===== config.mk =====
export PLATFORM = sky130hd
export DESIGN_NAME = fcoc_device_flat
export DESIGN_NICKNAME = d
export VERILOG_FILES = /design/src/inc/fcoc_pkg.sv /design/src/inc/fcoc_if.sv /design/src/design/fcoc_device.sv /design/src/flat_wrapper.sv
export VERILOG_INCLUDE_DIRS = /design/src /design/src/inc
export SDC_FILE = /design/constraint.sdc
export NUM_CORES = 1
export LEC_CHECK = 0
export ABC_AREA = 1
export BUFFER_PORTS_ARGS = -buffer_cell sky130_fd_sc_hd__buf_2
export CAP_MARGIN = 20
export CORE_AREA = 2 2 172 174
export DETAILED_ROUTE_END_ITERATION = 12
export DIE_AREA = 0 0 174 176
export PLACE_DENSITY_LB_ADDON = 0.3
export SYNTH_ARGS = -nofsm -noshare
export SYNTH_HDL_FRONTEND = slang
export SYNTH_SLANG_ARGS = --single-unit

===== constraint.sdc =====
create_clock -name clk -period 2.4 [get_ports clk]
set_input_delay 0.12 -clock clk [delete_from_list [all_inputs] [get_ports clk]]
set_output_delay 0.12 -clock clk [all_outputs]
set_load 0.02 [all_outputs]

===== src/inc/fcoc_defs.svh =====
// Offsets, field positions, codes and reset values of the flash sequencer
`ifndef FCOC_DEFS_SVH
`define FCOC_DEFS_SVH
`define FCOC_ADDR_W 24
`define FCOC_OFS_MODE0 24'h000220
`define FCOC_OFS_MODE1 24'h000221
`define FCOC_OFS_MODE2 24'h000222
`define FCOC_OFS_GUARD 24'h000230
`define FCOC_OFS_OPTION 24'hffffff
`define FCOC_OFS_CMD 24'h000300
`define FCOC_OFS_STAT 24'h000301
`define FCOC_OFS_ADDR 24'h000302
`define FCOC_OFS_DATA 24'h000303
`define FCOC_OFS_GO 24'h000304
`define FCOC_CMD_PROGRAM 8'h41
`define FCOC_CMD_BLANK 8'h25
`define FCOC_CMD_CONFIRM 8'hd0
`define FCOC_USER_LO 24'h010000
`define FCOC_USER_HI 24'hffffff
`define FCOC_BIT_USERBOOT 5
`define FCOC_BIT_GUARD_WE 1
`define FCOC_BIT_DF_WAIT 7
`define FCOC_BIT_CP_CANCEL 2
`define FCOC_BIT_CP 3
`define FCOC_BIT_VMON0 6
`define FCOC_BIT_WDT_CSP 7
`define FCOC_MODE0_RST 8'h00
`define FCOC_MODE1_RST 8'h00
`define FCOC_MODE2_RST 8'h00
`define FCOC_GUARD_RST 8'h00
`define FCOC_OPTION_DEF 8'hff
`define FCOC_PROG_CYCLES 4
`endif


===== src/inc/fcoc_pkg.sv =====
// Types shared by the flash sequencer and its bus master
package fcoc_pkg;
  typedef enum logic [2:0] {
    FCOC_IDLE = 3'h0,
    FCOC_PRG_LO = 3'h1,
    FCOC_PRG_HI = 3'h3,
    FCOC_BUSY = 3'h2,
    FCOC_BLK_CF = 3'h6
  } fcoc_seq_t;
  typedef enum logic [1:0] {
    FCOC_H_IDLE = 2'h0,
    FCOC_H_WR = 2'h1,
    FCOC_H_WAIT = 2'h3
  } fcoc_host_t;
endpackage

===== src/inc/fcoc_if.sv =====
// Processor bus between flash sequencer and its master
`timescale 1ns/100ps
interface fcoc_if;
  logic [23:0] addr;
  logic [15:0] wdata;
  logic wr;
  logic rd;
  logic [15:0] rdata;
  modport dev (input addr, input wdata, input wr, input rd, output rdata);
  modport host (output addr, output wdata, output wr, output rd, input rdata);
endinterface


===== src/design/fcoc_device.sv =====
// Flash command sequencer, mode control registers and option byte
`timescale 1ns/100ps
`include "fcoc_defs.svh"
module fcoc_device #(
  parameter logic [7:0] OPTION_BYTE = `FCOC_OPTION_DEF,
  parameter int PROG_CYCLES = `FCOC_PROG_CYCLES
) (
  // Clock and reset
  input wire logic clk,
  input wire logic rst_n,
  // Processor bus
  fcoc_if.dev bus,
  // Array write port
  output logic prog_stb,
  output logic [23:0] prog_addr,
  output logic [31:0] prog_data,
  output logic blank_stb,
  output logic [23:0] blank_addr,
  output logic busy,
  // Processor wait input, mode and option outputs
  input wire logic proc_wait,
  output logic df_one_wait,
  output logic user_boot_sel,
  output logic [7:0] guarded_cfg,
  output logic [7:0] mode2_cfg,
  output logic code_protect,
  output logic vmon0_reset_en,
  output logic wdt_csp_en
);
  fcoc_pkg::fcoc_seq_t st_ff, nxt_st;
  logic [23:0] wa_ff, nxt_wa;
  logic [15:0] lo_ff, nxt_lo;
  logic [31:0] pd_ff, nxt_pd;
  logic [2:0] cnt_ff, nxt_cnt;
  logic pstb_ff, nxt_pstb, bstb_ff, nxt_bstb;
  logic [23:0] ba_ff, nxt_ba;
  logic [7:0] m0_ff, nxt_m0, m1_ff, nxt_m1, m2_ff, nxt_m2, g_ff, nxt_g;
  logic [15:0] rd_ff, nxt_rd;
  logic [7:0] code;
  logic reg_hit, user_even;

  assign code = bus.wdata[7:0];
  assign reg_hit = bus.addr == `FCOC_OFS_MODE0 || bus.addr == `FCOC_OFS_MODE1
    || bus.addr == `FCOC_OFS_MODE2 || bus.addr == `FCOC_OFS_GUARD
    || bus.addr == `FCOC_OFS_OPTION;
  assign user_even = !bus.addr[0] && bus.addr >= `FCOC_USER_LO;

  // Sequencer
  always_comb begin
    nxt_st = st_ff;
    nxt_wa = wa_ff;
    nxt_lo = lo_ff;
    nxt_pd = pd_ff;
    nxt_cnt = cnt_ff;
    nxt_pstb = 1'b0;
    nxt_bstb = 1'b0;
    nxt_ba = ba_ff;
    case (st_ff)
      fcoc_pkg::FCOC_IDLE: begin
        if (bus.wr && !reg_hit) begin
          // Misaligned or odd address: command never starts
          if (code == `FCOC_CMD_PROGRAM && bus.addr[1:0] == 2'h0) begin
            nxt_st = fcoc_pkg::FCOC_PRG_LO;
            nxt_wa = bus.addr;
          end else if (code == `FCOC_CMD_BLANK && user_even) begin
            nxt_st = fcoc_pkg::FCOC_BLK_CF;
          end
        end
      end
      fcoc_pkg::FCOC_PRG_LO: begin
        if (bus.wr) begin
          if (bus.addr == wa_ff) begin
            nxt_lo = bus.wdata;
            nxt_st = fcoc_pkg::FCOC_PRG_HI;
          end else begin
            nxt_st = fcoc_pkg::FCOC_IDLE;
          end
        end
      end
      fcoc_pkg::FCOC_PRG_HI: begin
        if (bus.wr) begin
          if (bus.addr == wa_ff) begin
            nxt_pd = {bus.wdata, lo_ff};
            nxt_pstb = 1'b1;
            nxt_cnt = 3'(PROG_CYCLES);
            nxt_st = fcoc_pkg::FCOC_BUSY;
          end else begin
            nxt_st = fcoc_pkg::FCOC_IDLE;
          end
        end
      end
      fcoc_pkg::FCOC_BLK_CF: begin
        if (bus.wr) begin
          if (code == `FCOC_CMD_CONFIRM && !bus.addr[0]) begin
            nxt_ba = bus.addr;
            nxt_bstb = 1'b1;
            nxt_cnt = 3'(PROG_CYCLES);
            nxt_st = fcoc_pkg::FCOC_BUSY;
          end else begin
            nxt_st = fcoc_pkg::FCOC_IDLE;
          end
        end
      end
      fcoc_pkg::FCOC_BUSY: begin
        // Command writes while busy are dropped; array owns the cycle
        if (cnt_ff == 3'h0) begin
          nxt_st = fcoc_pkg::FCOC_IDLE;
        end else begin
          nxt_cnt = cnt_ff - 3'h1;
        end
      end
      default: nxt_st = fcoc_pkg::FCOC_IDLE;
    endcase
  end

  always_ff @(posedge clk or negedge rst_n) begin
    if (!rst_n) begin
      st_ff <= fcoc_pkg::FCOC_IDLE;
      wa_ff <= 24'h000000;
      lo_ff <= 16'h0000;
      pd_ff <= 32'h00000000;
      cnt_ff <= 3'h0;
      pstb_ff <= 1'b0;
      bstb_ff <= 1'b0;
      ba_ff <= 24'h000000;
    end else begin
      st_ff <= nxt_st;
      wa_ff <= nxt_wa;
      lo_ff <= nxt_lo;
      pd_ff <= nxt_pd;
      cnt_ff <= nxt_cnt;
      pstb_ff <= nxt_pstb;
      bstb_ff <= nxt_bstb;
      ba_ff <= nxt_ba;
    end
  end

  // Mode registers and read port
  always_comb begin
    nxt_m0 = m0_ff;
    nxt_m1 = m1_ff;
    nxt_m2 = m2_ff;
    nxt_g = g_ff;
    nxt_rd = 16'h0000;
    if (bus.wr) begin
      case (bus.addr)
        `FCOC_OFS_MODE0: nxt_m0 = code;
        `FCOC_OFS_MODE1: nxt_m1 = code;
        `FCOC_OFS_MODE2: nxt_m2 = code;
        `FCOC_OFS_GUARD: begin
          if (m1_ff[`FCOC_BIT_GUARD_WE]) begin
            nxt_g = code;
          end
        end
        default: nxt_g = g_ff;
      endcase
    end
    if (bus.rd) begin
      case (bus.addr)
        `FCOC_OFS_MODE0: nxt_rd = {8'h00, m0_ff};
        `FCOC_OFS_MODE1: nxt_rd = {8'h00, m1_ff};
        `FCOC_OFS_MODE2: nxt_rd = {8'h00, m2_ff};
        `FCOC_OFS_GUARD: nxt_rd = {8'h00, g_ff};
        `FCOC_OFS_OPTION: nxt_rd = {8'h00, OPTION_BYTE};
        default: nxt_rd = 16'h0000;
      endcase
    end
  end

  always_ff @(posedge clk or negedge rst_n) begin
    if (!rst_n) begin
      m0_ff <= `FCOC_MODE0_RST;
      m1_ff <= `FCOC_MODE1_RST;
      m2_ff <= `FCOC_MODE2_RST;
      g_ff <= `FCOC_GUARD_RST;
      rd_ff <= 16'h0000;
    end else begin
      m0_ff <= nxt_m0;
      m1_ff <= nxt_m1;
      m2_ff <= nxt_m2;
      g_ff <= nxt_g;
      rd_ff <= nxt_rd;
    end
  end

  assign bus.rdata = rd_ff;
  assign prog_stb = pstb_ff;
  assign prog_addr = wa_ff;
  assign prog_data = pd_ff;
  assign blank_stb = bstb_ff;
  assign blank_addr = ba_ff;
  assign busy = st_ff == fcoc_pkg::FCOC_BUSY;
  assign user_boot_sel = m0_ff[`FCOC_BIT_USERBOOT];
  assign guarded_cfg = g_ff;
  assign mode2_cfg = m2_ff;
  // Data flash wait: fixed one wait, or follow processor setting
  assign df_one_wait = m1_ff[`FCOC_BIT_DF_WAIT] ? proc_wait : 1'b1;
  // Option byte is fixed at build; it cannot change under software
  assign code_protect = OPTION_BYTE[`FCOC_BIT_CP_CANCEL]
    && !OPTION_BYTE[`FCOC_BIT_CP];
  assign vmon0_reset_en = !OPTION_BYTE[`FCOC_BIT_VMON0];
  assign wdt_csp_en = !OPTION_BYTE[`FCOC_BIT_WDT_CSP];
endmodule


===== src/flat_wrapper.sv =====
// flat-port wrapper written by rule: the top's interface ports become plain ports
module fcoc_device_flat 
#(
  parameter logic [7:0] OPTION_BYTE = `FCOC_OPTION_DEF,
  parameter int PROG_CYCLES = `FCOC_PROG_CYCLES
)
  (clk, rst_n, prog_stb, prog_addr, prog_data, blank_stb, blank_addr, busy, proc_wait, df_one_wait, user_boot_sel, guarded_cfg, mode2_cfg, code_protect, vmon0_reset_en, wdt_csp_en, bus_addr, bus_wdata, bus_wr, bus_rd, bus_rdata);
  fcoc_if bus_i ();
  input wire logic clk;
  input wire logic rst_n;
  output logic prog_stb;
  output logic [23:0] prog_addr;
  output logic [31:0] prog_data;
  output logic blank_stb;
  output logic [23:0] blank_addr;
  output logic busy;
  input wire logic proc_wait;
  output logic df_one_wait;
  output logic user_boot_sel;
  output logic [7:0] guarded_cfg;
  output logic [7:0] mode2_cfg;
  output logic code_protect;
  output logic vmon0_reset_en;
  output logic wdt_csp_en;
  input wire logic [$bits(bus_i.addr)-1:0] bus_addr;
  input wire logic [$bits(bus_i.wdata)-1:0] bus_wdata;
  input wire logic [$bits(bus_i.wr)-1:0] bus_wr;
  input wire logic [$bits(bus_i.rd)-1:0] bus_rd;
  output wire logic [$bits(bus_i.rdata)-1:0] bus_rdata;
  assign bus_i.addr = bus_addr;
  assign bus_i.wdata = bus_wdata;
  assign bus_i.wr = bus_wr;
  assign bus_i.rd = bus_rd;
  assign bus_rdata = bus_i.rdata;
  fcoc_device #(.OPTION_BYTE(OPTION_BYTE), .PROG_CYCLES(PROG_CYCLES)) u_core (.clk(clk), .rst_n(rst_n), .bus(bus_i), .prog_stb(prog_stb), .prog_addr(prog_addr), .prog_data(prog_data), .blank_stb(blank_stb), .blank_addr(blank_addr), .busy(busy), .proc_wait(proc_wait), .df_one_wait(df_one_wait), .user_boot_sel(user_boot_sel), .guarded_cfg(guarded_cfg), .mode2_cfg(mode2_cfg), .code_protect(code_protect), .vmon0_reset_en(vmon0_reset_en), .wdt_csp_en(wdt_csp_en));
endmodule

==> results of run 1 <==
## worst paths after layout
kind,from,end,cells after the start
worst max register to register,u_core.prog_addr[11],u_core.prog_data[31],13
worst min-delay path,bus_wdata[1],u_core.m1_ff[1],3
max in group asynchronous,rst_n,u_core.prog_data[28],3
min in group asynchronous,rst_n,u_core.blank_addr[0],2
worst min register to register,u_core.lo_ff[8],u_core.prog_data[8],2
worst max-delay path,u_core.prog_addr[11],u_core.prog_data[31],13
## synthesized netlist by cell type
cell type / n / area share (%)
nand2_4: 1 / 0.17
buf_2: 6 / 0.46
nor2_8: 1 / 0.31
nand2_2: 4 / 0.38
conb_1: 1 / 0.057
a31oi_1: 1 / 0.096
nor3b_1: 1 / 0.11
nand4_1: 7 / 0.67
a21oi_1: 3 / 0.23
o22ai_1: 1 / 0.096
o21ai_1: 13 / 0.99
nor2_2: 3 / 0.29
and2_1: 1 / 0.096
nand2_1: 317 / 18
nor2_1: 51 / 2.9
and2_4: 1 / 0.13
nand3_2: 1 / 0.15
clkbuf_1: 8 / 0.46
dfrtp_1: 144 / 55
buf_8: 1 / 0.23
nor2b_1: 1 / 0.096
buf_4: 11 / 1.3
or2_2: 2 / 0.19
ha_1: 2 / 0.38
xnor2_1: 19 / 2.5
nor4_1: 2 / 0.19
o21ai_2: 3 / 0.40
clkinv_1: 1 / 0.057
nor2_4: 2 / 0.34
nand3_4: 1 / 0.27
a22oi_1: 1 / 0.11
nand3_1: 26 / 2.0
nor3_1: 7 / 0.54
inv_2: 3 / 0.17
or2_4: 1 / 0.13
o21ai_0: 73 / 5.6
inv_1: 57 / 3.3
buf_6: 8 / 1.4
## timing repair
item                      CTS  global route
hold endpoints to repair  113             0
gates resized for setup     0             0
hold buffers               31             0
## power groups by stage
stage / logic [mW] / clock network, mW / registers (mW)
finish: 0.588 / 2.73 / 2.51
global route: 0.679 / 2.90 / 2.51
detailed placement: 0.558 / 0 / 2.55
global placement: 0.557 / 0 / 2.56
CTS: 0.601 / 2.79 / 2.51
floorplan: 0.343 / 0 / 2.56
## through the flow
stage | util, % | std cells | total power, mW | setup slack (ns) | instance area (um^2)
floorplan | - | 796 | 2.902 | 0.7159 | 6583
global placement | 26.93 | 1309 | 3.112 | 0.4149 | 7687
detailed placement | 26.93 | 1309 | 3.113 | 0.3917 | 7687
CTS | 30.12 | 1372 | 5.900 | 0.3713 | 8598
global route | 30.14 | 1374 | 6.089 | 0.1328 | 8603
finish | 30.16 | 1377 | 5.825 | 0.4054 | 8611
## sequential cells by signal, summed over array words and instances (netlist names)
signal	flops
u_core.prog_addr	24
u_core.lo_ff	16
u_core.bus.rdata	8
u_core.prog_stb	1
u_core.blank_stb	1
u_core.m0_ff	8
u_core.guarded_cfg	8
u_core.blank_addr	24
u_core.mode2_cfg	8
u_core.m1_ff	8
u_core.st_ff	3
u_core.cnt_ff	3
u_core.prog_data	32
## tightest hold or removal path: cells and delay by family
| family | cells | cell delay (ns) |
|---|---|---|
| AOI/OAI and AO/OA | 1 | 0.15 |
| buffers and inverters | 2 | 0.18 |
## per-layer routing
layer / global-route usage (%) / wire length [um]
met5: 0 / 27
met4: 4.412 / 312
met3: 2.972 / 766
met2: 22.59 / 9924
met1: 15.98 / 8503
## cell families after synthesis
family | count (synthesis)
AO/OA/AOI/OAI | 95
XOR/XNOR | 19
adder cells (fa/ha/maj) | 2
buffers and inverters | 95
flip-flops | 144
other | 1
AND/OR/NAND/NOR | 430
## cell type report
type	instances	area [um^2]	share of cell area, %
Timing Repair Buffer	194	1182	13.73
Antenna cell	5	12.51	0.1453
Tap cell	384	480.5	5.580
Clock buffer	17	425.4	4.940
Inverter	61	229.0	2.659
Sequential cell	144	3603	41.85
Clock inverter	15	175.2	2.034
Multi-Input combinational cell	557	2502	29.06
==> metrics.txt, run 1 <==
nets@finish 1022; share of power burned in combinational logic 10.1%; warnings from Yosys 0; ratio of total power to cell area 676.5 nW/um^2; TritonCTS clock tree built; cell internal pwr 4.261 mW; initial antenna violation count 6; number of buffers added by the clock tree synthesis step 17; DRC viols 0; Sw Share 26.84%; Worst Skew ~0.0084 ns; initial cell density of the core a little under a quarter; CTS H-tree lvls 4; cell chain of the critical path inv_1, nand2_1, nand2_1, nand2_1, nor2_1, nand2_1, nor2_2, nand3_1, inv_1, nand2_2, buf_4, nand2_1, o21ai_0; max frequency 0.5014 GHz; First-pass DRT Iterations 5; shortest clock period the worst path allows after layout 1.995 ns; x dimension of the die 174 um; wire length of the first global-routing pass 30690 um; number of DRC markers in iteration 0 380; unrepaired setup endpoints after global routing false; fraction of layout cells with a size suffix above 1 ~22%; maximum number of buffers from clock root to sink 2; remaining global-route overflow 0; number of global-route vias before repair 5355; Synth Area in Simple Gates 27.16%; Avg WL per Cell 14.19 um; detailed placement HPWL ~14000 um; IR Drop Worst-Case VDD 0.0004927 V; CP arrival 2.29 ns; clock network fraction of design power 46.8%; vias per cell slightly above 4; floorplan row count 62; run status finished, final reports clean; xor and xnor area share after synthesis 2.543%; number of synthesized register bits 144; Avg Cell Area, Syn 8.327 um^2; total negative slack for setup checks 0 ns; most common cell after layout, fill and taps aside nand2_1; gpl congestion 0.7640; minimum hold slack 0.05889 ns; max incr delay on CP around 0.38 ns; cell with the biggest individual delay on the critical path dfrtp_1; reg2reg setup slack about 0.41 ns; leakage ~4.6 nW; Worst EP required 2.69 ns; final count of pins violating max slew 0; max-cap violations 0; Sequential Power Share between 40% and 50%; count of buffers added by post-CTS timing repair for setup 0; GRT Overall Usage 13.02%; CTS Root Cell clkbuf_16; crit-path leading delay family simple AND/OR/NAND/NOR gates; synthesized netlist cell count 786; Net Switching 1.564 mW; dominant combinational cell family by area after synthesis simple AND/OR/NAND/NOR gates; core box area 28550 um^2; Antenna Nets Post-Route 0; count of filler cells inserted in the layout 3111; kind of path behind the tightest hold check in2reg; kind of capture point of the worst setup path flop; Critical Setup Path Class reg2reg; Clk Latency, worst-skew pair 0.43 ns; critical path launch point type flop; number of buffers added on ports 153; fraction of the mapped netlist area in compound gates under 10%; share of the yosys chip area belonging to registers 55.06%; CP dominant cell by count nand2_1; number of different library cells in the post-synthesis netlist 38; largest net degree at the start of global routing 65; number of vias after detailed routing around 5600; area growth from synthesis to layout 31.56%; num ports 165; routed wire length 19530 um; overall die area 30620 um^2; worst-path fanout max 48; count of clock tree sinks 144; clk slew on worst S/H paths 0.07 ns; slew of the pin with the lowest slew margin between 0.7 and 0.8 ns; final setup violating endpoints 0; die outline height 176 um; slew margin rel. 52.50%; post-route fraction of the period consumed by the critical path between 80% and 90%; netlist area before placement 6545 um^2; buffering stage count on the worst path with inverters included 3; most frequent cells in the layout 317 x nand2_1, 152 x buf_2, 144 x dfrtp_1; post-synthesis adder-cell area fraction less than 1%; Final Hold Fails 0; mux cell area share after synthesis 0%
Power figures use the tool's default switching activity.
==> inputs of run 2 (changes only) <==
==> constraint.sdc (replaced) <==
create_clock -name clk -period 1.9 [get_ports clk]
set_input_delay 0.095 -clock clk [delete_from_list [all_inputs] [get_ports clk]]
set_output_delay 0.095 -clock clk [all_outputs]
set_load 0.02 [all_outputs]
==> run 2 against run 1 <==
Net effect:
- sequential cell count unchanged
- cell count rose by 2.1%
- via count increased by 3.1%
- largest power group unchanged
- first-iteration DRC count down 9.7%
- hold slack worse by 0.030 ns
==> metrics.txt, run 2 (synthesis results as in run 1) <==
Worst Skew 0.01254 ns (was 0.008395 ns); number of vias after detailed routing 5752 (was 5578); shortest clock period the worst path allows after layout 1.785 ns (was 1.995 ns); DRT met1 WL 9132 um (was 8503 um); wire length of the first global-routing pass 31020 um (was 30690 um); core box area 28550 um^2 (unchanged); largest net degree at the start of global routing 43 (was 65); initial antenna violation count 9 (was 6); die outline height 176 um (unchanged); leakage 4.833 nW (was 4.643 nW); post-route fraction of the period consumed by the critical path 93.94% (was 83.11%); initial cell density of the core 22.93% (unchanged); routed wire length on met3 917 um (was 766 um); Sw Share 27.37% (was 26.84%); vias per cell 4.091 (was 4.051); worst path setup slack after routing 0.1151 ns (was 0.4054 ns); count of clock tree sinks 144 (unchanged); clk slew on worst S/H paths 0.07 ns (about the same); most frequent cells in the layout 316 x nand2_1, 152 x buf_2, 144 x dfrtp_1 (was 317 x nand2_1, 152 x buf_2, 144 x dfrtp_1); remaining global-route overflow 0 (unchanged); overall die area 30620 um^2 (unchanged); Antenna Nets Post-Route 0 (unchanged); critical path launch point type flop (unchanged); cell internal pwr 5.431 mW (was 4.261 mW); pre-CTS setup slack 0.01020 ns (was 0.3917 ns); GRT Overall Usage 13.21% (was 13.02%); max reg flops 32 (unchanged); routed length on met2 10040 um (was 9924 um); area used by multi-input combinational logic 2570 um^2 (was 2502 um^2); ratio of total power to cell area 832.4 nW/um^2 (was 676.5 nW/um^2); fraction of layout cells with a size suffix above 1 25.12% (was 22.06%); worst-path fanout max 17 (was 48); kind of path behind the tightest hold check in2reg (unchanged); max-cap violations 0 (unchanged); routed wire length 20540 um (was 19530 um); area growth from synthesis to layout 37.26% (was 31.56%); unrepaired setup endpoints after global routing true (was false); number of DRC markers in iteration 0 343 (was 380); count of filler cells inserted in the layout 3062 (was 3111); Reg area 3603 um^2 (unchanged); gpl congestion 0.8302 (was 0.7640); max frequency 0.5603 GHz (was 0.5014 GHz); Critical Setup Path Class reg2reg (unchanged); clock network fraction of design power 46.9% (was 46.8%); CTS H-tree lvls 4 (unchanged); Worst EP required 2.22 ns (was 2.69 ns); most common cell after layout, fill and taps aside nand2_1 (unchanged); Avg WL per Cell 14.61 um (was 14.19 um); number of global-route vias before repair 5472 (was 5355); TritonCTS clock tree built (unchanged); nets@finish 1049 (was 1022); run status finished, final reports clean (unchanged); x dimension of the die 174 um (unchanged); number of buffers added on ports 153 (unchanged); Net Switching 2.047 mW (was 1.564 mW); CP arrival 2.10 ns (was 2.29 ns); CTS Root Cell clkbuf_16 (unchanged); First-pass DRT Iterations 5 (unchanged); kind of capture point of the worst setup path flop (unchanged); Final Hold Fails 0 (unchanged); final setup violating endpoints 0 (unchanged); DRC viols 0 (unchanged); number of buffers added by the clock tree synthesis step 17 (unchanged); IR Drop Worst-Case VDD 0.0006201 V (was 0.0004927 V); share of power burned in combinational logic 10.7% (was 10.1%); final count of pins violating max slew 0 (unchanged); Design Area, Final 8984 um^2 (was 8611 um^2); topmost layer with routed signal wires met5 (unchanged); detailed placement HPWL 14730 um (was 14230 um); Clk Latency, worst-skew pair 0.43 ns (about the same); maximum number of buffers from clock root to sink 2 (unchanged); num ports 165 (unchanged); standard cell area after detailed placement 7848 um^2 (was 7687 um^2); floorplan row count 62 (unchanged); Sequential Power Share 42.4% (was 43.1%)
[run 2: worst paths after layout]
| path | startpoint | cells after the start | slack [ns] | end |
|---|---|---|---|---|
| hold reg to reg | u_core.lo_ff[6] | 2 | 0.47 | u_core.prog_data[6] |
| hold / removal | bus_rd | 3 | 0.03 | u_core.bus.rdata[2] |
| setup / recovery | u_core.prog_addr[8] | 11 | 0.12 | u_core.prog_data[11] |
| setup reg to reg | u_core.prog_addr[8] | 11 | 0.12 | u_core.prog_data[11] |
| max in group asynchronous | rst_n | 3 | 1.16 | u_core.prog_data[4] |
| min in group asynchronous | rst_n | 2 | 0.11 | u_core.prog_addr[18] |
[run 2: timing repair]
action	in CTS	in global routing
gates resized for setup	1	17
buffers inserted	0	4
cloned	0	4
hold buffers	32	0
endpoints found under the hold margin	203	0
pin swaps	0	5
endpoints found under the setup margin	1	103
[run 2: per-layer routing]
metal / global-route usage [%] / vias up
met2: 21.88 / 110
met1: 16.51 / 2723
met5: 0 / -
met4: 5.252 / 4
met3: 3.381 / 25
li1: - / 2890
[run 2: worst max-delay path, stage by stage (launching register included)]
cell,delay (ns)
dfrtp_1,0.42
xnor2_1,0.15
nand2_1,0.08
nor2_2,0.15
nand2_2,0.09
nor2_4,0.14
nand3_2,0.10
inv_2,0.08
nand2_4,0.11
clkbuf_16,0.23
nand2_1,0.07
nand2_1,0.05
[run 2: through the flow]
stage	utilization [%]	TNS [ns]	hold slack, ns	instances	power, mW
after floorplan	-	0	-0.2006	796	3.665
after global placement	27.49	0	0.006420	1327	3.961
after detailed placement	27.49	0	0.005919	1327	3.971
after CTS	30.79	0	0.1001	1391	7.551
after global routing	31.45	-0.05492	0.03366	1404	7.810
final	31.47	0	0.02871	1406	7.478
[run 2: cell type report]
cell class | count | share of cell area, %
sequential | 144 | 40.11
multi-input combinational | 559 | 28.61
timing repair buffer | 219 | 16.31
tap | 384 | 5.348
clock buffer | 17 | 4.735
inverter | 61 | 2.577
clock inverter | 15 | 2.117
antenna | 7 | 0.1950
[run 2: power by group through the flow]
stage / combinational, mW / sequential (mW) / clock, mW
3_5_place_dp: 0.743 / 3.23 / 0
3_3_place_gp: 0.735 / 3.23 / 0
5_1_grt: 0.905 / 3.18 / 3.73
2_1_floorplan: 0.433 / 3.23 / 0
6_report: 0.801 / 3.17 / 3.51
4_1_cts: 0.799 / 3.17 / 3.58
